==> src/hdl/hdr_search_pkg.sv <==
// Microword_constant, types and header layout for the disk header search and verify sequencer.
// Assumes one 100 MHz system clock; drive clocks arrive as plain pins.
package hdr_search_pkg;
  localparam int CLK_MHZ = 100;
  localparam int HDR_BITS = 32;
  localparam int CRC_BITS = 16;
  localparam int SYNC_BITS = 8;
  localparam logic [7:0] SYNC_PATTERN = 8'h19;
  localparam logic [15:0] CRC_POLY = 16'h1021;
  localparam logic [15:0] CRC_INIT = 16'hFFFF;
  localparam int LOCK_SERVO_PULSES = 88;
  localparam int TIMEOUT_MS = 1000;
  localparam int TIMEOUT_CYCLES = TIMEOUT_MS * 1000 * CLK_MHZ;
  // Header bit positions, in arrival order
  localparam int HDR_CYL_LO = 0;
  localparam int HDR_CYL_HI = 9;
  localparam int HDR_HEAD_LO = 10;
  localparam int HDR_HEAD_HI = 14;
  localparam int HDR_SECT_LO = 16;
  localparam int HDR_SECT_HI = 20;
  localparam int HDR_SKIP_BIT = 21;
  // Function codes
  localparam logic [2:0] FN_WRITE = 3'h1;
  localparam logic [2:0] FN_READ = 3'h2;
  localparam logic [2:0] FN_WCHECK = 3'h3;

  typedef enum logic [1:0] {
    CLK_CPU = 2'h0,
    CLK_SERVO = 2'h1,
    CLK_READ = 2'h2
  } clk_src_t;

  typedef struct packed {
    logic [9:0] cylinder;
    logic [4:0] head;
    logic [4:0] sector;
  } disk_addr_t;

  typedef struct packed {
    logic skip_sector_error;
    logic operation_incomplete;
    logic controller_done;
    logic timeout_error;
  } search_status_t;

  typedef struct packed {
    logic write_go;
    logic read_go;
    logic check_go;
  } phase_go_t;
endpackage

==> src/hdl/disk_header_search_verify.sv <==
// Header sync search, address compare, skip-sector and header CRC check sequencer.
// Assumes drive read clock/data, servo clock and sector/index pulses are asynchronous pins.
`timescale 1ns/1ps
// Contract
// - Clear shifter, load sync constant, raise read gate
// - Read clock on datapath; microstep waits for sync
// - Sync releases microstep, starts CRC and serializer
// - Mask unused and flag header bits
// - Reorder address bits to header order
// - Compare masked stream with address stream bitwise
// - CRC over all 32 header bits
// - After 32 bits stop serializer, test match
// - Miss: servo clock, await sector pulse, retry
// - Retry per sector until match or timeout
// - Skip error when flag set, not inhibited
// - Skip: set status, bump sector, retry
// - After one skip, stop checking skip flags
// - Load header CRC, compare with computed
// - CRC error: CPU clock, incomplete, done
// - CRC error raises bus request if enabled
// - CRC good: clear CRC, dispatch function
// - Sector pulse from sector or index input
// - Clear CRC, match; wait 88 servo pulses
module disk_header_search_verify #(
  parameter int TIMEOUT_COUNT = hdr_search_pkg::TIMEOUT_CYCLES,
  parameter int LOCK_PULSES = hdr_search_pkg::LOCK_SERVO_PULSES
) (
  input wire logic clk,
  input wire logic rstn,
  input wire logic start,
  input wire logic [2:0] function_code,
  input wire logic skip_sector_check_inhibit,
  input wire logic interrupt_enable,
  input wire hdr_search_pkg::disk_addr_t disk_address_in,
  input wire logic drive_read_clock,
  input wire logic drive_serial_read_stream,
  input wire logic drive_servo_clock,
  input wire logic drive_sector_pulse,
  input wire logic drive_index_pulse,
  output logic read_gate,
  output hdr_search_pkg::clk_src_t datapath_clock_sel,
  output hdr_search_pkg::clk_src_t microstep_clock_sel,
  output logic sync_detected,
  output logic address_match_flag,
  output hdr_search_pkg::disk_addr_t disk_address,
  output hdr_search_pkg::search_status_t status,
  output logic bus_request,
  output hdr_search_pkg::phase_go_t phase_go,
  output logic busy
);
  if (LOCK_PULSES < 1 || LOCK_PULSES > 255 || TIMEOUT_COUNT < 2) begin : g_bad_param
    $error("disk_header_search_verify: unsupported parameter value");
  end

  typedef enum logic [7:0] {
    ST_IDLE = 8'h01,
    ST_WAIT_SECTOR = 8'h02,
    ST_LOCK = 8'h04,
    ST_SYNC = 8'h08,
    ST_HEADER = 8'h10,
    ST_CHECK = 8'h20,
    ST_CRC = 8'h40,
    ST_DISPATCH = 8'h80
  } state_t;

  state_t state_q, state_d;

  // Two-flop synchronisers; stage one feeds only stage two
  logic [4:0] sync1_q, sync2_q;
  logic rclk_prev_q, servo_prev_q, sect_prev_q;
  always_ff @(posedge clk) begin
    sync1_q <= {drive_read_clock, drive_serial_read_stream, drive_servo_clock, drive_sector_pulse, drive_index_pulse};
    sync2_q <= sync1_q;
    rclk_prev_q <= sync2_q[4];
    servo_prev_q <= sync2_q[2];
    sect_prev_q <= sync2_q[1] | sync2_q[0];
  end

  wire rclk_edge = sync2_q[4] & ~rclk_prev_q;
  wire rdata = sync2_q[3];
  wire servo_edge = sync2_q[2] & ~servo_prev_q;
  wire synced_sector_pulse = (sync2_q[1] | sync2_q[0]) & ~sect_prev_q;

  logic [7:0] shift_q;
  logic [7:0] microword_constant_q;
  logic [7:0] lock_cnt_q;
  logic [4:0] bit_cnt_q;
  logic [3:0] crc_cnt_q;
  logic [15:0] crc_q;
  logic skip_flag_q, skip_seen_q, ie_q;
  logic [2:0] fn_q;
  logic [31:0] timer_q;

  // Serializer: address bit that lines up with each header position
  function automatic logic dar_bit(input hdr_search_pkg::disk_addr_t a, input logic [4:0] idx);
    int i;
    i = int'(idx);
    dar_bit = 1'b0;
    if (i >= hdr_search_pkg::HDR_CYL_LO && i <= hdr_search_pkg::HDR_CYL_HI)
      dar_bit = a.cylinder[i - hdr_search_pkg::HDR_CYL_LO];
    else if (i >= hdr_search_pkg::HDR_HEAD_LO && i <= hdr_search_pkg::HDR_HEAD_HI)
      dar_bit = a.head[i - hdr_search_pkg::HDR_HEAD_LO];
    else if (i >= hdr_search_pkg::HDR_SECT_LO && i <= hdr_search_pkg::HDR_SECT_HI)
      dar_bit = a.sector[i - hdr_search_pkg::HDR_SECT_LO];
  endfunction

  // Only address positions survive the mask; flags and unused bits drop out
  function automatic logic addr_pos(input logic [4:0] idx);
    int i;
    i = int'(idx);
    addr_pos = (i >= hdr_search_pkg::HDR_CYL_LO && i <= hdr_search_pkg::HDR_HEAD_HI)
      || (i >= hdr_search_pkg::HDR_SECT_LO && i <= hdr_search_pkg::HDR_SECT_HI);
  endfunction

  function automatic logic [15:0] crc_step(input logic [15:0] c, input logic b);
    crc_step = {c[14:0], 1'b0} ^ ((c[15] ^ b) ? hdr_search_pkg::CRC_POLY : 16'h0000);
  endfunction

  wire in_read = (state_q == ST_SYNC) || (state_q == ST_HEADER) || (state_q == ST_CRC);
  wire bit_tick = in_read & rclk_edge;
  wire sync_hit = (state_q == ST_SYNC) && bit_tick && ({shift_q[6:0], rdata} == microword_constant_q);
  wire serialized_address_stream = dar_bit(disk_address, bit_cnt_q);
  wire masked_header_stream = rdata & addr_pos(bit_cnt_q);
  wire masked_address = serialized_address_stream & addr_pos(bit_cnt_q);
  wire bit_differs = masked_header_stream != masked_address;
  wire hdr_last = (state_q == ST_HEADER) && bit_tick && (bit_cnt_q == 5'(hdr_search_pkg::HDR_BITS - 1));
  wire crc_last = (state_q == ST_CRC) && bit_tick && (crc_cnt_q == 4'(hdr_search_pkg::CRC_BITS - 1));
  wire crc_final_ok = crc_step(crc_q, rdata) == 16'h0000;
  wire skip_sector_error = skip_flag_q & ~skip_sector_check_inhibit & ~skip_seen_q;
  wire timed_out = (timer_q == 32'(TIMEOUT_COUNT - 1)) && (state_q != ST_IDLE) && (state_q != ST_DISPATCH);
  wire lock_done = (state_q == ST_LOCK) && servo_edge && (lock_cnt_q == 8'(LOCK_PULSES - 1));

  always_comb begin
    state_d = state_q;
    unique case (state_q)
      ST_IDLE: if (start) state_d = ST_WAIT_SECTOR;
      ST_WAIT_SECTOR: if (synced_sector_pulse) state_d = ST_LOCK;
      ST_LOCK: if (lock_done) state_d = ST_SYNC;
      ST_SYNC: if (sync_hit) state_d = ST_HEADER;
      ST_HEADER: if (hdr_last) state_d = ST_CHECK;
      ST_CHECK: begin
        if (!address_match_flag || skip_sector_error) state_d = ST_WAIT_SECTOR;
        else state_d = ST_CRC;
      end
      ST_CRC: if (crc_last) state_d = crc_final_ok ? ST_DISPATCH : ST_IDLE;
      ST_DISPATCH: state_d = ST_IDLE;
      default: state_d = ST_IDLE;
    endcase
    if (timed_out) state_d = ST_IDLE;
  end

  always_ff @(posedge clk) begin
    if (!rstn) state_q <= ST_IDLE;
    else state_q <= state_d;
  end

  // Clock control: read clock withheld from microstep until sync
  assign datapath_clock_sel = in_read ? hdr_search_pkg::CLK_READ
    : (state_q == ST_IDLE) ? hdr_search_pkg::CLK_CPU : hdr_search_pkg::CLK_SERVO;
  assign microstep_clock_sel = (in_read && state_q != ST_SYNC) ? hdr_search_pkg::CLK_READ
    : (state_q == ST_IDLE) ? hdr_search_pkg::CLK_CPU : hdr_search_pkg::CLK_SERVO;
  assign read_gate = (state_q == ST_LOCK) || in_read;
  assign sync_detected = (state_q == ST_HEADER) || (state_q == ST_CHECK) || (state_q == ST_CRC);
  assign busy = state_q != ST_IDLE;

  always_ff @(posedge clk) begin
    if (!rstn) begin
      shift_q <= 8'h00;
      microword_constant_q <= 8'h00;
      lock_cnt_q <= 8'h00;
      bit_cnt_q <= 5'h00;
      crc_cnt_q <= 4'h0;
    end else begin
      if (state_q == ST_LOCK) begin
        shift_q <= 8'h00;
        microword_constant_q <= hdr_search_pkg::SYNC_PATTERN;
      end else if (state_q == ST_SYNC && bit_tick) begin
        shift_q <= {shift_q[6:0], rdata};
      end
      if (state_q != ST_LOCK) lock_cnt_q <= 8'h00;
      else if (servo_edge) lock_cnt_q <= lock_cnt_q + 8'h01;
      if (state_q != ST_HEADER) bit_cnt_q <= 5'h00;
      else if (bit_tick) bit_cnt_q <= bit_cnt_q + 5'h01;
      if (state_q != ST_CRC) crc_cnt_q <= 4'h0;
      else if (bit_tick) crc_cnt_q <= crc_cnt_q + 4'h1;
    end
  end

  // CRC runs over header and stored check bits; zero residue means good
  always_ff @(posedge clk) begin
    if (!rstn) crc_q <= hdr_search_pkg::CRC_INIT;
    else if (state_q == ST_LOCK || state_q == ST_DISPATCH) crc_q <= hdr_search_pkg::CRC_INIT;
    else if ((state_q == ST_HEADER || state_q == ST_CRC) && bit_tick) crc_q <= crc_step(crc_q, rdata);
  end

  always_ff @(posedge clk) begin
    if (!rstn) begin
      address_match_flag <= 1'b0;
      skip_flag_q <= 1'b0;
    end else if (state_q == ST_LOCK) begin
      address_match_flag <= 1'b0;
      skip_flag_q <= 1'b0;
    end else if (sync_hit) begin
      address_match_flag <= 1'b1;
    end else if (state_q == ST_HEADER && bit_tick) begin
      if (bit_differs) address_match_flag <= 1'b0;
      if (bit_cnt_q == 5'(hdr_search_pkg::HDR_SKIP_BIT)) skip_flag_q <= rdata;
    end
  end

  always_ff @(posedge clk) begin
    if (!rstn) begin
      disk_address <= '0;
      fn_q <= 3'h0;
      ie_q <= 1'b0;
      skip_seen_q <= 1'b0;
      status <= '0;
      bus_request <= 1'b0;
      timer_q <= 32'h0000_0000;
    end else begin
      if (state_q == ST_IDLE && start) begin
        disk_address <= disk_address_in;
        fn_q <= function_code;
        ie_q <= interrupt_enable;
        skip_seen_q <= 1'b0;
        status <= '0;
        bus_request <= 1'b0;
      end
      if (state_q == ST_CHECK && address_match_flag && skip_sector_error) begin
        status.skip_sector_error <= 1'b1;
        disk_address.sector <= disk_address.sector + 5'h01;
        skip_seen_q <= 1'b1;
      end
      if (crc_last && !crc_final_ok) begin
        status.operation_incomplete <= 1'b1;
        status.controller_done <= 1'b1;
        bus_request <= ie_q;
      end
      if (timed_out) begin
        status.timeout_error <= 1'b1;
        status.controller_done <= 1'b1;
        bus_request <= ie_q;
      end
      if (state_q == ST_IDLE) timer_q <= 32'h0000_0000;
      else if (!timed_out) timer_q <= timer_q + 32'h0000_0001;
    end
  end

  // One-cycle dispatch into the data phase
  assign phase_go.write_go = (state_q == ST_DISPATCH) && (fn_q == hdr_search_pkg::FN_WRITE);
  assign phase_go.read_go = (state_q == ST_DISPATCH) && (fn_q == hdr_search_pkg::FN_READ);
  assign phase_go.check_go = (state_q == ST_DISPATCH) && (fn_q == hdr_search_pkg::FN_WCHECK);
endmodule // disk_header_search_verify

==> config.mk <==
export PLATFORM = sky130hd
export DESIGN_NAME = disk_header_search_verify
export DESIGN_NICKNAME = d
export VERILOG_FILES = /design/src/hdl/hdr_search_pkg.sv /design/src/hdl/disk_header_search_verify.sv
export SDC_FILE = /design/constraint.sdc
export NUM_CORES = 1
export LEC_CHECK = 0
export ABC_AREA = 0
export BUFFER_PORTS_ARGS = -buffer_cell sky130_fd_sc_hd__buf_2
export CORE_MARGIN = 3
export CORE_UTILIZATION = 25
export CTS_BUF_LIST = sky130_fd_sc_hd__clkbuf_8
export DETAILED_ROUTE_END_ITERATION = 16
export SYNTH_ARGS = -nofsm -noshare
export SYNTH_HDL_FRONTEND = slang
export SYNTH_SLANG_ARGS = --single-unit
==> constraint.sdc <==
create_clock -name clk -period 6 [get_ports clk]
set_input_delay 1.2 -clock clk [delete_from_list [all_inputs] [get_ports clk]]
set_output_delay 1.2 -clock clk [all_outputs]
set_load 0.03 [all_outputs]
[Word-level counts from Yosys, hierarchy flattened]
Index checks and enable logic that the tools add are counted.
W data, S select, Z words.
Operators by class
  add/subtract/negate cells: 7
  $lt $le $gt $ge: 8
  eq/ne operators: 30
  muxes and demuxes: 37
  bitwise logic cells: 18
  reductions and logical operators: 49
Operators by type and width (count)
  $mux W8: 7
  $pmux W8 S7: 1
  $add A32 B1 Y32 const B: 1
  $eq A32 B27 Y1 const B: 1
  $logic_and A1 B1 Y1: 21
  $mux W1: 17
  $eq A8 B7 Y1 const B: 2
  $logic_not A16 Y1: 1
  $xor A16 B13 Y16: 1
  $reduce_or A2 Y1: 7
  $mux W13: 1
  $lt A6 B5 Y1 const B: 2
  $ne A2 B2 Y1 const B: 6
  $add A5 B1 Y5 const B: 2
  $eq A5 B5 Y1 const B: 2
  $le A5 B4 Y1 const B: 2
  $mux W5: 2
  $reduce_bool A2 Y1: 5
  $logic_or A1 B1 Y1: 9
  $add A8 B1 Y8 const B: 1
  $and A1 B1 Y1: 8
  $eq A8 B1 Y1 const B: 1
  $eq A8 B2 Y1 const B: 1
  $eq A8 B3 Y1 const B: 1
  other kinds (35): 47
Word-level totals
  register bits after elaboration: 126
  bits of input ports: 33
  output and inout bits: 36
  logic and storage cells: 175

[Depth between registers and ports, before layout]
Gate-level depths: netlist of the first run.
  word-level depth: 12
  gate-level depth with buffers: 9
  gate-level depth less buffers: 8

[Worst setup path after synthesis of the first run]
No wires, ideal clock.
  kind: reg2out
  from: register state_q[0]
  to: output port microstep_clock_sel[0]
  data arrival time: 1.748 ns
  required time: 4.800 ns
  path slack: 3.052 ns
  cell stages (with the launch flop): 6
  buffers on the path: 0
  path through: dfxtp_1 -> nor4_1 -> nand4b_1 -> and2_1 -> inv_1 -> nor2_1
Between the ends
  word-level cells in the longest chain between the ends: 5
  elaborated cells between the ends (all ways): 10
  those cells by class: 5 x eq/ne; 2 x mux; 3 x reduce/logical
Ends and longest elaborated chain
  start: declaration: line disk_header_search_verify.sv:66  | state_t state_q, state_d;
  start signal: assignment: line disk_header_search_verify.sv:154  | else state_q <= state_d;
  $eq A8 B4 Y1 or $eq A8 B5 Y1 (tied branches): line disk_header_search_verify.sv:119  | wire in_read = (state_q == ST_SYNC) || (state_q == ST_HEADER) || (state_q == ST_CRC);
  $logic_or A1 B1 Y1 (2 in series): line disk_header_search_verify.sv:119
  $logic_and A1 B1 Y1: line disk_header_search_verify.sv:160  | assign microstep_clock_sel = (in_read && state_q != ST_SYNC) ? hdr_search_pkg::CLK_READ
  $mux W2 (*): line disk_header_search_verify.sv:160
  end: declaration: line disk_header_search_verify.sv:42  | output hdr_search_pkg::clk_src_t microstep_clock_sel,
Every way passes the cells marked *; elsewhere a longest branch is shown, timed or not.

[Worst setup path after layout of the first run]
  from: register state_q[0]
  to: output port read_gate
Between the ends
  word-level cells in the longest chain between the ends: 4
  elaborated cells between the ends (all ways): 7
  those cells by class: 4 x eq/ne; 3 x reduce/logical
Ends and longest elaborated chain
  $eq A8 B4 Y1 or $eq A8 B5 Y1 (tied branches): line disk_header_search_verify.sv:119
  $logic_or A1 B1 Y1 (2 in series): line disk_header_search_verify.sv:119
  $logic_or A1 B1 Y1 (*): line disk_header_search_verify.sv:162  | assign read_gate = (state_q == ST_LOCK) || in_read;
  end: declaration: line disk_header_search_verify.sv:40  | output logic read_gate,
Marked as above.

==> results of run 1 <==
-- cell families after synthesis --
logic type	Yosys count
buffers and inverters	41
adders and majority gates	10
DFF	125
AOI/OAI and AO/OA	90
and+or+nand+nor	319
muxes	18
xor gates and xnor gates	43
-- worst max-delay path: cells and delay by family, from the launching register on --
kind | cells | cell delay [ns]
buf+inv | 1 | 0.18
simple gates | 5 | 1.64
flops | 1 | 0.33
-- per-layer routing --
metal	share of wire [%]	track usage, %	up-vias
li1	-	-	2366
met1	49	15.4	2091
met2	44	16.9	98
met3	5.4	2.87	16
met4	1.6	4.16	0
met5	0	0	-
-- path summary, 6_finish.rpt --
kind                                         to  cells past startpoint
worst max register to register  disk_address[3]                      6
worst min-delay path                 sync2_q[1]                      0
worst min register to register       sync2_q[1]                      0
worst max-delay path                  read_gate                      6
-- sequential cells by signal, summed over array words and instances (netlist names) --
register	cells
address_match_flag	1
crc_q	16
crc_cnt_q	4
sync2_q	5
lock_cnt_q	8
status	4
ie_q	1
state_q	8
sect_prev_q	1
disk_address	20
timer_q	32
bus_request	1
microword_constant_q	1
servo_prev_q	1
rclk_prev_q	1
sync1_q	5
skip_flag_q	1
fn_q	3
shift_q	7
bit_cnt_q	5
-- where the power goes --
group          leakage (nW)  switching, mW  internal, mW  total (mW)
Sequential             1.02         0.0381         0.873       0.912
Combinational          1.31          0.267         0.111       0.378
Clock                 0.203          0.363         0.375       0.738
Total                  2.53          0.668          1.36        2.03
-- through the flow --
| stage | utilization [%] | instance area [sq um] |
|---|---|---|
| 2_1_floorplan | - | 5560 |
| 3_3_place_gp | 28.6 | 6120 |
| 3_5_place_dp | 28.6 | 6120 |
| 4_1_cts | 30.4 | 6510 |
| 5_1_grt | 30.4 | 6510 |
| 6_report | 30.4 | 6510 |
-- layout make-up --
| class | instances | area (sq um) | share of cell area (%) |
|---|---|---|---|
| multi-input cells | 480 | 2880 | 44.1 |
| clock buffers | 17 | 234 | 3.59 |
| inverters | 15 | 56.3 | 0.865 |
| repair buffers | 68 | 340 | 5.23 |
| clock inverters | 15 | 160 | 2.46 |
| flip-flops and latches | 125 | 2500 | 38.4 |
| well taps | 275 | 344 | 5.28 |
-- cell usage after synthesis (3+ instances only) --
master | n | area (sq um)
nand4b_1 | 4 | 35.0
xnor2_1 | 24 | 210
nor2_1 | 89 | 334
xor2_1 | 19 | 166
inv_1 | 15 | 56.3
nor4_2 | 3 | 37.5
a211oi_1 | 6 | 45.0
nand4_1 | 14 | 87.6
nand2b_1 | 7 | 43.8
mux2i_1 | 14 | 140
clkbuf_1 | 15 | 56.3
nor4_1 | 7 | 43.8
or3_1 | 5 | 31.3
and4_1 | 3 | 26.3
nor3b_1 | 3 | 22.5
buf_2 | 4 | 20.0
o31ai_1 | 3 | 22.5
buf_1 | 3 | 11.3
or2_2 | 4 | 25.0
a221oi_1 | 3 | 26.3
ha_1 | 10 | 125
and2_1 | 3 | 18.8
o21ai_0 | 12 | 60.1
a22oi_1 | 3 | 22.5
a21oi_1 | 40 | 200
and3_1 | 7 | 43.8
nor3_1 | 9 | 45.0
and4b_1 | 4 | 40.0
o211ai_1 | 3 | 22.5
dfxtp_1 | 125 | 2500
or4_1 | 4 | 30.0
nand3_1 | 30 | 150
nor2b_1 | 9 | 56.3
nand2_1 | 101 | 379
==> results.yml, run 1 <==
synth:
  synthSimpleGateAreaFrac_pct: 28.7
  yosys_warnings: 0
  synth_cell_type_count: 69
  yosysSeqAreaShare_pct: 45.0
  syn_area_sq_mm: 0.00556
  synthMuxAreaShare_pct: 3.74
  synth_edf_count: 0
  synth_fa_ha_area_share_pct: 2.25
  async_reset_ff_share_pct: 0
  synth_top_family_by_area: "simple AND/OR/NAND/NOR gates"
  synth_flop_cell: "dfxtp_1"
  syn_avg_cell_area_sq_um: 8.61
  synth_compound_area_share_pct: 10.2
  synth_nets: 689
  synth-seq-cells: 125
  synth_cells: 646
  synth_xor_area_share_pct: 6.77
clock_tree:
  insertion_delay_ns: 0.44
  cts_resized: 0
  cts_tree: "yes"
  htreeDepth: 4
  cts_sinks: 125
  cts_setup_buffers: 0
  clockBufferDepth: 2
  clk_pin_slew_ns: 0.07
  ctsHoldBuffers: 0
  cts_inserted_buffers: 17
  clock-root-buffer: "clkbuf_8"
die:
  fp-row-count: 53
  fp.dieW_microns: 155
  num_io_pins: 69
  fp.dieH_microns: 155
  core_area_sq_mm: 0.0214
  initial_utilization_pct: 26.0
  die-area_sq_mm: 0.0241
final_layout:
  syn2layout_area_growth_pct: 17.2
  fin_nets: 750
  antenna_cells: 0
  drive_above_1_share_pct: 16.8
  layout_commonest_cell: "dfxtp_1"
  layout_common_cells: "dfxtp_1 (125), nand2_1 (101), nor2_1 (89)"
  fin_cells: 995
  nFillCells: 2267
detailed_routing:
  drtIter0Drc: 244
  wl_per_cell_microns: 13.3
  vias: 4571
  finalWirelength_microns: 13200
  drc: 0
  drtAntennaViolNets: 0
  avgViaCountPerCell: 4.59
  dr.pass1.iters: 4
sta:
  fin_crit_ns: 3.79
  worst_pin_slew_ns: 1.08
  fmax_ghz: 0.264
  hold_viol: 0
  hold_ws_ns: 0.330
  rsz0062_at_grt: "no"
  worst_slack_ns: 2.21
  max-slew-margin-rel_pct: 27.9
  period_share_pct: 63.2
  slew_violations: 0
  skew_ns: 0.0177
  final-setup-viol-count: 0
  setup_tns_ns: 0
placement:
  pre_cts_ws_ns: 2.72
  dp_cells: 963
  routabilityCongestion: 0.785
  port-buffer-count: 68
  dp_hpwl_microns: 9360
global_route:
  overflow: 0
  grt_first_pass_wirelength_microns: 22000
  antenna_found_initial: 0
  grt_max_degree: 33
  track_usage_pct: 11.2
  grt_pass1_vias: 4370
critical_path:
  startpoint: "state_q[0]"
  reg2reg_from: "state_q[1]"
  worstSetupPathType: "reg2out"
  end_kind: "output pin"
  worstPathArrival_ns: 2.59
  startpoint_type: "flop"
  r2r_slack_ns: 3.14
  cp_max_fo: 6
  crit_slowest_cell: "nor4_1"
  cp.required_ns: 4.80
  critPathMaxStageDelay_ns: 0.68
  worstPathCellList: "nor4_1 > nand4b_1 > and2_1 > nand2_1 > or2_2 > buf_2"
job:
  drv_cap: 0
pwr:
  p_per_area_mw_per_mm2: 311
  peakVddDrop_v: 0.000121
  leakagePower_nw: 2.53
  fin_total_pwr_mw: 2.03
run_status:
  status: "finished clean"
hold_path:
  hold_class: "reg2reg"
  min_from: "sync1_q[1]"
(Power assumes the default switching activity.)
==> run 2, diff against run 1 <==
- ABC_AREA: 0 -> 1
- clock period: 6 -> 3.3 ns (I/O delays scaled with it)
==> results.yml, run 2 <==
die:
  num_io_pins: 69
  die-area_sq_mm: 0.0255
  core_area_sq_mm: 0.0229
  fp-row-count: 55
  fp.dieW_microns: 160
  initial_utilization_pct: 25.8
  fp.dieH_microns: 160
sta:
  max-slew-margin-rel_pct: 50.5
  worst_pin_slew_ns: 0.742
  slew_violations: 0
  hold_viol: 0
  rsz0062_at_grt: "no"
  period_share_pct: 82.4
  fin_crit_ns: 2.72
  setup_tns_ns: 0
  fmax_ghz: 0.368
  skew_ns: 0.0109
  final-setup-viol-count: 0
clock_tree:
  cts_inserted_buffers: 17
  clock-root-buffer: "clkbuf_8"
  cts_tree: "yes"
  cts_sinks: 125
  ctsHoldBuffers: 0
  clockBufferDepth: 2
  htreeDepth: 4
  clk_pin_slew_ns: 0.07
  cts_resized: 0
  insertion_delay_ns: 0.45
  cts_setup_buffers: 0
placement:
  dp_hpwl_microns: 10700
  dpl_cell_area_sq_mm: 0.00657
  port-buffer-count: 68
  routabilityCongestion: 0.840
  dp_cells: 1206
synth:
  async_reset_ff_share_pct: 0
  synth_cell_type_count: 37
  ys_top_cells_by_area: "dfxtp_1 (42%), nand2_1 (10%), inv_1 (7.8%)"
  synth_edf_count: 0
  syn_avg_cell_area_sq_um: 7.02
  synth_area_leader_cell: "dfxtp_1"
  synth_cells: 843
  yosys_warnings: 0
  yosysSeqAreaShare_pct: 42.3
  synth_nets: 886
  syn_area_sq_mm: 0.00592
  yosysMostFrequentCell: "nand2_1"
  synth-seq-cells: 125
  synth_top_cell_area_share_pct: 42.3
  synth_flop_cell: "dfxtp_1"
  synthTopCellsByCount: "nand2_1 (165), dfxtp_1 (125), inv_1 (123), nor2_1 (95), a21oi_1 (64)"
pwr:
  peakVddDrop_v: 0.000402
  leakagePower_nw: 2.85
  p_per_area_mw_per_mm2: 605
final_layout:
  drive_above_1_share_pct: 14.3
  reg_top3: "timer_q: 32 flops, disk_address: 20 flops, crc_q: 16 flops"
  fin_cells: 1236
  largest_reg_flops: 32
  layout_commonest_cell: "nand2_1"
  utilization_pct: 30.4
  antenna_cells: 0
  syn2layout_area_growth_pct: 17.9
  top_register: "timer_q"
  fin_nets: 955
  layout_common_cells: "nand2_1 (165), dfxtp_1 (125), inv_1 (124)"
  stdcell_area_sq_mm: 0.00698
run_status:
  status: "finished clean"
detailed_routing:
  dr.pass1.iters: 5
  dr_wl_met2_microns: 6590
  vias: 5484
  avgViaCountPerCell: 4.44
  wl_per_cell_microns: 11.7
  finalWirelength_microns: 14500
  drtAntennaViolNets: 0
  m1WireLength_microns: 7050
  drc: 0
  met3_length_microns: 649
  drtIter0Drc: 371
  highest_layer: "met4"
global_route:
  overflow: 0
  grt_first_pass_wirelength_microns: 23600
  antenna_found_initial: 0
  track_usage_pct: 11.2
  grt_pass1_vias: 4977
  grt_max_degree: 31
critical_path:
  worstSetupPathType: "reg2out"
  path_common_cell: "nand2_1"
  cp_max_fo: 4
  worstPathCellList: "nor2_2 > nand2_1 > inv_1 > and3_1 > nand2_1 > nor3_1 > buf_2"
  worstPathArrival_ns: 2.06
  startpoint_type: "flop"
  end_kind: "output pin"
  cp.required_ns: 2.64
  critPathMaxStageDelay_ns: 0.36
  crit_slowest_cell: "dfxtp_1"
job:
  drv_cap: 0
hold_path:
  hold_class: "in2reg"
run 2: cell types whose count changed after synthesis, moves of 16 or more:
| cell | change |
|---|---|
| nand3_1 | +22 |
| o21ai_0 | +41 |
| nand2_1 | +64 |
| inv_1 | +108 |
| o211ai_1 | +16 |
| xnor2_1 | -19 |
| a21oi_1 | +24 |
run 2: cells by family (layout without fill, tap and decap cells):
| group | Yosys count | count (layout) | synth area share [%] |
|---|---|---|---|
| xor gates and xnor gates | 11 | 11 | 1.63 |
| AOI/OAI and AO/OA | 147 | 147 | 13.5 |
| buffers and inverters | 155 | 235 | 10.3 |
| DFF | 125 | 125 | 42.3 |
| and+or+nand+nor | 395 | 395 | 30.1 |
| adders and majority gates | 10 | 10 | 2.12 |
run 2: power breakdown:
group          internal [mW]  total [mW]  switching, mW
Sequential              1.65        1.75          0.108
Clock                  0.776        1.40          0.619
Combinational          0.310        1.07          0.761
run 2: final cells by class:
type / instances / area [sq um]
tap: 313 / 392
inverter: 132 / 495
clock inverter: 11 / 144
fill: 2499 / 15900
sequential: 125 / 2500
multi-input combinational: 563 / 2800
clock buffer: 19 / 262
timing repair buffer: 73 / 378
run 2: path summary, 6_finish.rpt:
kind | start | end | slack, ns | depth (start not counted)
worst max-delay path | state_q[1] | phase_go[0] | 0.58 | 7
worst min-delay path | drive_read_clock | sync1_q[4] | 0.31 | 1
worst max register to register | state_q[6] | timer_q[19] | 1.00 | 6
worst min register to register | sync1_q[0] | sync2_q[0] | 0.33 | 0
run 2: per-layer routing:
| layer | global-route usage [%] | vias up |
|---|---|---|
| li1 | - | 2880 |
| met2 | 17.7 | 81 |
| met4 | 3.51 | 0 |
| met5 | 0 | - |
| met1 | 15.0 | 2511 |
| met3 | 2.78 | 12 |
run 2: stage by stage:
step	worst slack (ns)	power, mW	hold slack (ns)
6_report	0.581	4.22	0.310
5_1_grt	0.386	4.44	0.280
4_1_cts	0.552	4.26	0.289
3_5_place_dp	0.811	2.86	0.313
3_3_place_gp	0.883	2.86	0.312
2_1_floorplan	0.823	2.57	0.310
run 2: critical path: cells and delay by family (launching register included):
kind / cells / cell delay, ns
AND/OR/NAND/NOR: 5 / 0.91
buffers and inverters: 2 / 0.34
flip-flops: 1 / 0.36
